### config.mk
export PLATFORM = sky130hd
export DESIGN_NAME = ufcf_framer
export DESIGN_NICKNAME = d
export VERILOG_FILES = /design/src/common/ufcf_pkg.sv /design/src/design/ufcf_framer.sv /design/src/design/ufcf_fifo.sv
export SDC_FILE = /design/constraint.sdc
export NUM_CORES = 1
export LEC_CHECK = 0
export ABC_AREA = 1
export BUFFER_PORTS_ARGS = -buffer_cell sky130_fd_sc_hd__buf_2
export CORE_UTILIZATION = 29
export CTS_CLUSTER_SIZE = 24
export DETAILED_ROUTE_END_ITERATION = 10
export PLACE_DENSITY = 0.54
export SYNTH_ARGS = -nofsm -noshare
export SYNTH_HDL_FRONTEND = slang
export SYNTH_HIERARCHICAL = 1
export SYNTH_SLANG_ARGS = --single-unit
### constraint.sdc
create_clock -name MCLK -period 6.1 [get_ports MCLK]
set_clock_uncertainty 0.05 [all_clocks]
set_input_delay 0.305 -clock MCLK [delete_from_list [all_inputs] [get_ports MCLK]]
set_output_delay 0.305 -clock MCLK [all_outputs]
set_load 0.02 [all_outputs]
### src/common/ufcf_pkg.sv
// Shared constants and carrier types for the upstream codeword framer
package ufcf_pkg;

   // Register byte offsets
   localparam logic [7:0] OFS_CTRL   = 8'h00;
   localparam logic [7:0] OFS_CWSIZE = 8'h04;
   localparam logic [7:0] OFS_PARITY = 8'h08;
   localparam logic [7:0] OFS_GUARD  = 8'h0c;
   localparam logic [7:0] OFS_GRANT  = 8'h10;
   localparam logic [7:0] OFS_LEN    = 8'h14;
   localparam logic [7:0] OFS_STATUS = 8'h18;
   localparam logic [7:0] OFS_COUNT  = 8'h1c;

   // Control field positions
   localparam int CTRL_FEC_EN = 0;
   localparam int CTRL_SHORT  = 1;
   localparam int CTRL_START  = 2;

   // Status field positions
   localparam int STAT_BUSY  = 0;
   localparam int STAT_DONE  = 1;
   localparam int STAT_TRUNC = 2;

   // Reset values
   localparam logic [7:0]  RST_CWSIZE = 8'h10;
   localparam logic [7:0]  RST_PARITY = 8'h00;
   localparam logic [15:0] RST_GUARD  = 16'h0000;
   localparam logic [15:0] RST_GRANT  = 16'h0000;
   localparam logic [15:0] RST_LEN    = 16'h0000;

   // Least information bytes in any codeword
   localparam logic [15:0] MIN_INFO = 16'h0010;

   // FIFO geometry
   localparam int FIFO_WIDTH = 8;
   localparam int FIFO_DEPTH = 16;

   // Per-burst framing settings
   typedef struct packed {
      logic        fec_en;
      logic        short_mode;
      logic [7:0]  cw_size;
      logic [7:0]  parity;
      logic [15:0] guard;
      logic [15:0] grant;
      logic [15:0] len;
   } ufcf_cfg_t;

   // One output byte with its codeword marks
   typedef struct packed {
      logic [7:0] data;
      logic       soc;
      logic       eoc;
      logic [7:0] cw_len;
   } ufcf_beat_t;

   // Framer states, one-hot
   typedef enum logic [5:0] {
      ST_IDLE  = 6'b000001,
      ST_PLAN  = 6'b000010,
      ST_HEAD  = 6'b000100,
      ST_BODY  = 6'b001000,
      ST_BYP   = 6'b010000,
      ST_DRAIN = 6'b100000
   } ufcf_state_t;

endpackage : ufcf_pkg

### src/design/ufcf_framer.sv
// Upstream FEC codeword framer with APB registers
// What this block does
// - With FEC on, each burst runs in exactly one of fixed-length or shortened-last codeword mode.
// - No codeword in either mode carries fewer than 16 information bytes.
// - Contention and non-contention grants are framed by the very same rules.
// - In fixed mode the codeword holding the last data byte is zero-padded to the full size.
// - In fixed mode all-zero full codewords follow while a whole one with parity and guard still fits.
// - In shortened mode data including the header go out in full codewords until data run out or a remainder is left.
// - A shortened last codeword holds at least 16 bytes, and the requester sizes its grant with that in mind.
// - In shortened mode zero-fill runs to the end of the allocation, allowing for parity and guard.
// - In shortened mode all-zero full codewords follow while they fit, then one shortened zero codeword fills the rest.
// - If fewer than 16 bytes of room remain the final shortened codeword is left out.
// - With FEC off the data pass through unframed; with it on each block goes to the encoder, the last maybe short.
//
// Local design decisions: the APB register port and the placing of the registers.
`timescale 1ns/1ps
module ufcf_framer
   import ufcf_pkg::*;
#(
   parameter int DEPTH = FIFO_DEPTH
)(
   input  wire logic        MCLK,
   input  wire logic        RST,
   input  wire logic        PSEL,
   input  wire logic        PENABLE,
   input  wire logic        PWRITE,
   input  wire logic [7:0]  PADDR,
   input  wire logic [31:0] PWDATA,
   output logic      [31:0] PRDATA,
   output logic             PREADY,
   output logic             PSLVERR,
   input  wire logic        S_VALID,
   output logic             S_READY,
   input  wire logic [7:0]  S_DATA,
   output logic             O_VALID,
   input  wire logic        O_READY,
   output logic      [7:0]  O_DATA,
   output logic             O_SOC,
   output logic             O_EOC,
   output logic      [7:0]  O_CWLEN,
   output logic             O_BURST_DONE
);

   ufcf_cfg_t   cfg_r;
   ufcf_state_t state_r;
   ufcf_beat_t  beat_r;
   logic        o_valid_r;
   logic        start_r;
   logic        done_r;
   logic        trunc_r;
   logic        burst_done_r;
   logic [15:0] cw_count_r;
   logic [15:0] data_left_r;
   logic [15:0] cap_r;
   logic [7:0]  cw_left_r;
   logic [7:0]  cw_len_r;
   logic        first_r;
   logic        pready_r;
   logic        pslverr_r;
   logic [31:0] prdata_r;
   logic        in_ready;
   logic        f_valid;
   logic [7:0]  f_data;
   logic        f_pop;
   logic        out_free;
   logic        wr_en;
   logic        mapped;
   logic [15:0] avail;
   logic [15:0] head_len;
   logic        done_set;
   logic        trunc_set;
   logic        s_ready_r;

   // Input FIFO, stalls the burst source when full
   ufcf_fifo #(
      .WIDTH (8),
      .DEPTH (DEPTH)
   ) u_fifo (
      .clk       (MCLK),
      .rst       (RST),
      .in_valid  (S_VALID && s_ready_r),
      .in_ready  (in_ready),
      .in_data   (S_DATA),
      .out_valid (f_valid),
      .out_ready (f_pop),
      .out_data  (f_data)
   );

   // S_READY follows FIFO room through a flop and drops for a cycle after each accepted byte; only offered bytes enter the FIFO
   always_ff @(posedge MCLK or posedge RST)
   begin
      if (RST)
         s_ready_r <= 1'b0;
      else
         s_ready_r <= in_ready && !(S_VALID && s_ready_r);
   end
   assign S_READY = s_ready_r;

   // APB decode
   assign mapped = (PADDR <= OFS_COUNT) && (PADDR[1:0] == 2'b00);
   assign wr_en  = PSEL && PENABLE && pready_r && PWRITE && mapped;

   // APB answer one cycle after setup, zero wait in access
   always_ff @(posedge MCLK or posedge RST)
   begin
      if (RST)
      begin
         pready_r  <= 1'b0;
         pslverr_r <= 1'b0;
         prdata_r  <= 32'h0000_0000;
      end
      else
      begin
         pready_r  <= PSEL && !PENABLE;
         pslverr_r <= PSEL && !PENABLE && !mapped;
         prdata_r  <= 32'h0000_0000;
         if (PSEL && !PENABLE && !PWRITE)
         begin
            unique case (PADDR)
               OFS_CTRL:   prdata_r <= {30'h0000_0000, cfg_r.short_mode, cfg_r.fec_en};
               OFS_CWSIZE: prdata_r <= {24'h00_0000, cfg_r.cw_size};
               OFS_PARITY: prdata_r <= {24'h00_0000, cfg_r.parity};
               OFS_GUARD:  prdata_r <= {16'h0000, cfg_r.guard};
               OFS_GRANT:  prdata_r <= {16'h0000, cfg_r.grant};
               OFS_LEN:    prdata_r <= {16'h0000, cfg_r.len};
               OFS_STATUS: prdata_r <= {29'h0000_0000, trunc_r, done_r, (state_r != ST_IDLE)};
               OFS_COUNT:  prdata_r <= {16'h0000, cw_count_r};
               default:    prdata_r <= 32'h0000_0000;
            endcase
         end
      end
   end
   assign PREADY  = pready_r;
   assign PSLVERR = pslverr_r;
   assign PRDATA  = prdata_r;

   // Configuration registers, frozen while a burst runs
   always_ff @(posedge MCLK or posedge RST)
   begin
      if (RST)
      begin
         cfg_r.fec_en     <= 1'b0;
         cfg_r.short_mode <= 1'b0;
         cfg_r.cw_size    <= RST_CWSIZE;
         cfg_r.parity     <= RST_PARITY;
         cfg_r.guard      <= RST_GUARD;
         cfg_r.grant      <= RST_GRANT;
         cfg_r.len        <= RST_LEN;
         start_r          <= 1'b0;
      end
      else
      begin
         start_r <= 1'b0;
         if (wr_en && state_r == ST_IDLE)
         begin
            unique case (PADDR)
               OFS_CTRL:
               begin
                  // one mode chosen for the whole burst
                  cfg_r.fec_en     <= PWDATA[CTRL_FEC_EN];
                  cfg_r.short_mode <= PWDATA[CTRL_SHORT];
                  start_r          <= PWDATA[CTRL_START];
               end
               OFS_CWSIZE: cfg_r.cw_size <= PWDATA[7:0];
               OFS_PARITY: cfg_r.parity  <= PWDATA[7:0];
               OFS_GUARD:  cfg_r.guard   <= PWDATA[15:0];
               OFS_GRANT:  cfg_r.grant   <= PWDATA[15:0];
               OFS_LEN:    cfg_r.len     <= PWDATA[15:0];
               default:    ;
            endcase
         end
      end
   end

   // Room for information bytes once parity of the next codeword is set aside
   assign avail = (cap_r > {8'h00, cfg_r.parity}) ? (cap_r - {8'h00, cfg_r.parity}) : 16'h0000;
   assign out_free = !o_valid_r || O_READY;

   // Length of the next codeword, zero when none fits
   always_comb
   begin
      head_len = 16'h0000;
      // full codeword only while it fits with parity and guard
      if (avail >= {8'h00, cfg_r.cw_size} && cfg_r.cw_size >= MIN_INFO[7:0])
         head_len = {8'h00, cfg_r.cw_size};
      // shortened codeword only with 16 bytes of room
      else if (cfg_r.short_mode && avail >= MIN_INFO && cfg_r.cw_size >= MIN_INFO[7:0])
         head_len = avail;
   end

   // FIFO pop in data, bypass and drain phases
   always_comb
   begin
      f_pop = 1'b0;
      if (f_valid && data_left_r != 16'h0000)
      begin
         if (state_r == ST_DRAIN)
            f_pop = 1'b1;
         else if ((state_r == ST_BODY || state_r == ST_BYP) && out_free)
            f_pop = 1'b1;
      end
   end

   assign done_set  = (state_r == ST_HEAD && head_len == 16'h0000 && data_left_r == 16'h0000)
                   || (state_r == ST_BYP && f_pop && data_left_r == 16'h0001)
                   || (state_r == ST_DRAIN && f_pop && data_left_r == 16'h0001)
                   || (state_r == ST_BYP && data_left_r == 16'h0000);
   assign trunc_set = (state_r == ST_HEAD && head_len == 16'h0000 && data_left_r != 16'h0000);

   // Burst sequencer
   always_ff @(posedge MCLK or posedge RST)
   begin
      if (RST)
      begin
         state_r     <= ST_IDLE;
         data_left_r <= 16'h0000;
         cap_r       <= 16'h0000;
         cw_left_r   <= 8'h00;
         cw_len_r    <= 8'h00;
         first_r     <= 1'b0;
      end
      else
      begin
         unique case (state_r)
            ST_IDLE:
               if (start_r)
               begin
                  data_left_r <= cfg_r.len;
                  state_r     <= ST_PLAN;
               end
            ST_PLAN:
            begin
               // grant less guard planned before any byte
               cap_r   <= (cfg_r.grant > cfg_r.guard) ? (cfg_r.grant - cfg_r.guard) : 16'h0000;
               state_r <= cfg_r.fec_en ? ST_HEAD : ST_BYP;
            end
            ST_HEAD:
            begin
               // same fit test for every grant type
               if (head_len == 16'h0000)
                  state_r <= (data_left_r != 16'h0000) ? ST_DRAIN : ST_IDLE;
               else
               begin
                  // every codeword carries at least 16 bytes
                  cap_r     <= avail - head_len;
                  cw_left_r <= head_len[7:0];
                  cw_len_r  <= head_len[7:0];
                  first_r   <= 1'b1;
                  state_r   <= ST_BODY;
               end
            end
            ST_BODY:
               if (out_free && (data_left_r == 16'h0000 || f_valid))
               begin
                  if (data_left_r != 16'h0000)
                     data_left_r <= data_left_r - 16'h0001;
                  first_r   <= 1'b0;
                  cw_left_r <= cw_left_r - 8'h01;
                  if (cw_left_r == 8'h01)
                     state_r <= ST_HEAD;
               end
            ST_BYP:
               if (data_left_r == 16'h0000)
                  state_r <= ST_IDLE;
               else if (f_pop)
               begin
                  data_left_r <= data_left_r - 16'h0001;
                  if (data_left_r == 16'h0001)
                     state_r <= ST_IDLE;
               end
            ST_DRAIN:
               if (f_pop)
               begin
                  data_left_r <= data_left_r - 16'h0001;
                  if (data_left_r == 16'h0001)
                     state_r <= ST_IDLE;
               end
            default:
               state_r <= ST_IDLE;
         endcase
      end
   end

   // Output stage, bytes marked with codeword bounds
   always_ff @(posedge MCLK or posedge RST)
   begin
      if (RST)
      begin
         o_valid_r <= 1'b0;
         beat_r    <= '0;
      end
      else
      begin
         if (O_READY)
            o_valid_r <= 1'b0;
         if (state_r == ST_BODY && out_free && (data_left_r == 16'h0000 || f_valid))
         begin
            // zero bytes once data run out
            // zero-fill up to the planned codeword end
            // zero codewords fill the remaining grant while one still fits
            o_valid_r     <= 1'b1;
            beat_r.data   <= (data_left_r != 16'h0000) ? f_data : 8'h00;
            beat_r.soc    <= first_r;
            beat_r.eoc    <= (cw_left_r == 8'h01);
            beat_r.cw_len <= cw_len_r;
         end
         else if (state_r == ST_BYP && f_pop)
         begin
            o_valid_r     <= 1'b1;
            beat_r.data   <= f_data;
            beat_r.soc    <= 1'b0;
            beat_r.eoc    <= 1'b0;
            beat_r.cw_len <= 8'h00;
         end
      end
   end
   assign O_VALID = o_valid_r;
   assign O_DATA  = beat_r.data;
   assign O_SOC   = beat_r.soc;
   assign O_EOC   = beat_r.eoc;
   assign O_CWLEN = beat_r.cw_len;

   // Sticky status, set wins over write-one clear
   always_ff @(posedge MCLK or posedge RST)
   begin
      if (RST)
      begin
         done_r       <= 1'b0;
         trunc_r      <= 1'b0;
         burst_done_r <= 1'b0;
      end
      else
      begin
         // Done only once the burst is over, after any drain
         burst_done_r <= done_set;
         if (done_set)
            done_r <= 1'b1;
         else if (wr_en && PADDR == OFS_STATUS && PWDATA[STAT_DONE])
            done_r <= 1'b0;
         // grant too small for the data is flagged
         if (trunc_set)
            trunc_r <= 1'b1;
         else if (wr_en && PADDR == OFS_STATUS && PWDATA[STAT_TRUNC])
            trunc_r <= 1'b0;
      end
   end
   assign O_BURST_DONE = burst_done_r;

   // Codewords issued in the current burst
   always_ff @(posedge MCLK or posedge RST)
   begin
      if (RST)
         cw_count_r <= 16'h0000;
      else if (state_r == ST_PLAN)
         cw_count_r <= 16'h0000;
      else if (state_r == ST_HEAD && head_len != 16'h0000)
         cw_count_r <= cw_count_r + 16'h0001;
   end

endmodule : ufcf_framer

### src/design/ufcf_fifo.sv
// Byte FIFO that buffers burst data ahead of the framer
`timescale 1ns/1ps
module ufcf_fifo
   import ufcf_pkg::*;
#(
   parameter int WIDTH = FIFO_WIDTH,
   parameter int DEPTH = FIFO_DEPTH
)(
   input  wire logic             clk,
   input  wire logic             rst,
   input  wire logic             in_valid,
   output logic                  in_ready,
   input  wire logic [WIDTH-1:0] in_data,
   output logic                  out_valid,
   input  wire logic             out_ready,
   output logic      [WIDTH-1:0] out_data
);
   localparam int AW = $clog2(DEPTH);

   logic [WIDTH-1:0] mem_r [DEPTH];
   logic [AW:0]      wr_ptr_r;
   logic [AW:0]      rd_ptr_r;
   logic             full;
   logic             empty;

   // Honest full and empty from wrapped pointers
   assign empty     = (wr_ptr_r == rd_ptr_r);
   assign full      = (wr_ptr_r[AW] != rd_ptr_r[AW]) && (wr_ptr_r[AW-1:0] == rd_ptr_r[AW-1:0]);
   assign in_ready  = !full;
   assign out_valid = !empty;
   assign out_data  = mem_r[rd_ptr_r[AW-1:0]];

   // Storage write
   always_ff @(posedge clk)
   begin
      if (in_valid && !full)
         mem_r[wr_ptr_r[AW-1:0]] <= in_data;
   end

   // Pointer update
   always_ff @(posedge clk or posedge rst)
   begin
      if (rst)
      begin
         wr_ptr_r <= '0;
         rd_ptr_r <= '0;
      end
      else
      begin
         if (in_valid && !full)
            wr_ptr_r <= wr_ptr_r + 1'b1;
         if (out_ready && !empty)
            rd_ptr_r <= rd_ptr_r + 1'b1;
      end
   end

endmodule : ufcf_fifo

==> impl_metrics.json <==
{
  "drc": 0,
  "hold_viol_final": 0,
  "synthCells": 2119,
  "drive_above_1_share_pct": 9.054,
  "finalPower_mw": 6.563,
  "ios": 110,
  "nNetsFinal": 2323,
  "worstPathRequired_ns": 6.49,
  "final_cells": 3010,
  "p_clk_share_pct": 38.0,
  "synth_top_area_cell": "dfrtp_1",
  "worst_pin_slew_ns": 1.223,
  "startpoint_type": "flop",
  "intPower_mw": 4.422,
  "synth_common_cells": "492 x nand2_1, 285 x inv_1, 248 x nor2_1",
  "root_buffer": "clkbuf_16",
  "synthToLayoutAreaGrowth_pct": 15.60,
  "maxCapViolations": 0,
  "leakagePower_nw": 9.164,
  "drt_pass1_iterations": 6,
  "htreeDepth": 2,
  "grt_pass1_wl_um": 77000,
  "crit_top_cell": "nand2_1",
  "dp_hpwl_um": 35290,
  "place_congestion": 0.8741,
  "fin_tns_setup_ns": 0,
  "cp-end-kind": "flop",
  "p_seq_share_pct": 39.6,
  "critical_path_peak_fanout": 14,
  "critPathBufInv": 5,
  "cpPeakStageDelay_ns": 0.42,
  "grt_pass1_vias": 13680,
  "maxSlewViolCount": 0,
  "synth.avg_cell_area_um2": 8.134,
  "synth-warning-count": 6,
  "synthFlopType": "dfrtp_1",
  "numClockSinks": 317,
  "max_freq_ghz": 0.1819,
  "die_h_um": 245.8,
  "grt.overflow.total": 0,
  "yosysSeqAreaShare_pct": 49.75,
  "wirelength_um": 49360,
  "cts.path.max_buffers": 3,
  "p_switching_mw": 2.141,
  "crit_arrival_ns": 5.88,
  "viasPerCell": 4.772,
  "setup_viol": 0,
  "dieWidth_um": 245.8,
  "critPathKind": "reg2reg",
  "cp_top_family": "simple AND/OR/NAND/NOR gates",
  "yosysMostFrequentCell": "nand2_1",
  "start_util_pct": 29.59,
  "rows": 88,
  "max_slew_margin_pct": 18.31,
  "num_vias": 14370,
  "wl_per_cell_um": 16.40,
  "core-area_um2": 58250,
  "p_comb_share_pct": 22.4,
  "p_sw_share_pct": 32.62,
  "min_path_type": "in2reg",
  "ant_nets": 0,
  "io_buffers": 77,
  "synth_seq_cells": 317,
  "vdd_drop_max_mv": 0.1704,
  "layout_min_cycle_time_ns": 5.496,
  "synth_area_leaders": "dfrtp_1 27%, edfxtp_1 22%, nand2_1 11%",
  "cts_inserted_buffers": 40,
  "clock_latency_ns": 0.58,
  "grt_max_degree": 128,
  "cp_slowest_cell": "fa_1",
  "ys_types": 59,
  "dieArea_um2": 60420,
  "rsz0062_at_grt": "no",
  "fin_crit_sh_pct": 90.10,
  "power_density_nw_per_um2": 329.4,
  "antenna_found_initial": 5,
  "synth_edf_count": 128,
  "grt_usage_pct": 16.31,
  "synth_top_area_share_pct": 27.15,
  "clkTransAtPathRegs_ns": 0.06,
  "place_inst": 2919,
  "synthArstFlopShare_pct": 59.62,
  "cts_tree": "yes",
  "drt_iter0_drc": 1251,
  "syn_area_um2": 17240,
  "status": "finished, final reports clean"
}
## path summary, 6_finish.rpt
check | start | end | slack (ns) | depth (start not counted)
min | PWDATA[7] | cfg_r[39] | 0.03 | 3
max in group asynchronous | RST | O_DATA[4] | 4.20 | 4
max reg2reg | cfg_r[48] | cap_r[6] | 0.60 | 30
min reg2reg | O_CWLEN[4] | O_CWLEN[4] | 0.43 | 2
min in group asynchronous | RST | u_fifo/wr_ptr_r[3] | 0.26 | 3
max | cfg_r[48] | cap_r[6] | 0.60 | 30
## repair_timing
| item | 4_1_cts | 5_1_grt |
|---|---|---|
| buffers inserted | 0 | 0 |
| hold buffers | 14 | 0 |
| setup endpoints to repair | 0 | 0 |
| resized for setup | 0 | 0 |
| endpoints found under the hold margin | 167 | 0 |
## registers in the layout, indices dropped and copies added, names as in the netlist, 8 cells and up
register and count:
u_fifo/mem_r 128, cw_count_r 16, PRDATA 16, cap_r 16
O_DATA 8, cw_len_r 8, cw_left_r 8, O_CWLEN 8
data_left_r 16, cfg_r 66
## placed cells by master, fill, tap and decap left out, types with 4 or more instances in the layout
| master | n |
|---|---|
| buf_4 | 13 |
| bufinv_16 | 4 |
| inv_1 | 284 |
| o211ai_1 | 4 |
| nand3_1 | 129 |
| o22ai_1 | 29 |
| clkinv_2 | 5 |
| xor2_1 | 13 |
| buf_2 | 77 |
| dlygate4sd3_1 | 14 |
| mux2_2 | 5 |
| a31oi_1 | 8 |
| dfrtp_1 | 186 |
| nand2_4 | 4 |
| nand2_2 | 5 |
| or2_2 | 6 |
| clkbuf_16 | 40 |
| o21bai_1 | 4 |
| o21ai_0 | 204 |
| ha_1 | 55 |
| clkinv_1 | 5 |
| nand4_1 | 11 |
| nor4_1 | 8 |
| xnor2_1 | 9 |
| o311ai_0 | 5 |
| nor2_2 | 7 |
| nor2_1 | 246 |
| a21oi_1 | 90 |
| conb_1 | 23 |
| o21ai_1 | 13 |
| a221oi_1 | 10 |
| nand2_1 | 492 |
| nor3b_1 | 4 |
| edfxtp_1 | 128 |
| inv_2 | 6 |
| clkbuf_8 | 9 |
| nor3_1 | 31 |
| clkbuf_1 | 9 |
## per-layer routing
layer | vias to the layer above | share of wire (%) | wire length, um | global-route usage, %
met3 | 65 | 6.2 | 3081 | 3.361
met4 | 2 | 2.2 | 1068 | 4.457
met5 | - | 0.022 | 11 | 0
li1 | 7119 | - | - | -
met2 | 398 | 43 | 21040 | 24.45
met1 | 6781 | 49 | 24160 | 23.56
## through the flow
step                      setup WS, ns  hold WS [ns]  cell area (um2)  utilization (%)
after CTS                       0.6147      0.001183            19920            34.20
after detailed placement        0.6256        0.3347            18370            31.54
final                           0.6037       0.02523            19930            34.21
after global routing            0.1243       0.02656            19920            34.20
after floorplan                 0.8897       0.09518            17320                -
after global placement          0.5977        0.3298            18370            31.54
## tightest hold or removal path, stage by stage
cell and delay [ns]:
buf_2 0.17, nand2_1 0.07, o21ai_0 0.06
## power groups by stage
stage	clock (mW)	combinational, mW	sequential, mW
after floorplan	0	1.11	2.60
after global placement	0	1.44	2.63
after detailed placement	0	1.46	2.64
after CTS	2.55	1.48	2.60
after global routing	2.64	1.69	2.63
final	2.49	1.47	2.60
## area by class of cell
class	count	area, um2
fillers	5974	38320
flip-flops and latches	317	8577
multi-input cells	1452	7238
clock buffers	58	1159
inverters	295	1117
well taps	765	957.2
repair buffers	104	623.1
clock inverters	16	246.5
diodes	3	7.507
## logic make-up after synthesis
group,share of synthesized area (%)
AND/OR/NAND/NOR,23.26
flip-flops,49.75
XOR/XNOR,1.118
buffers and inverters,8.849
AO/OA/AOI/OAI,12.31
adder cells (fa/ha/maj),4.341
multiplexers,0.3266
other,0.04357
(Power assumes the default switching activity.)
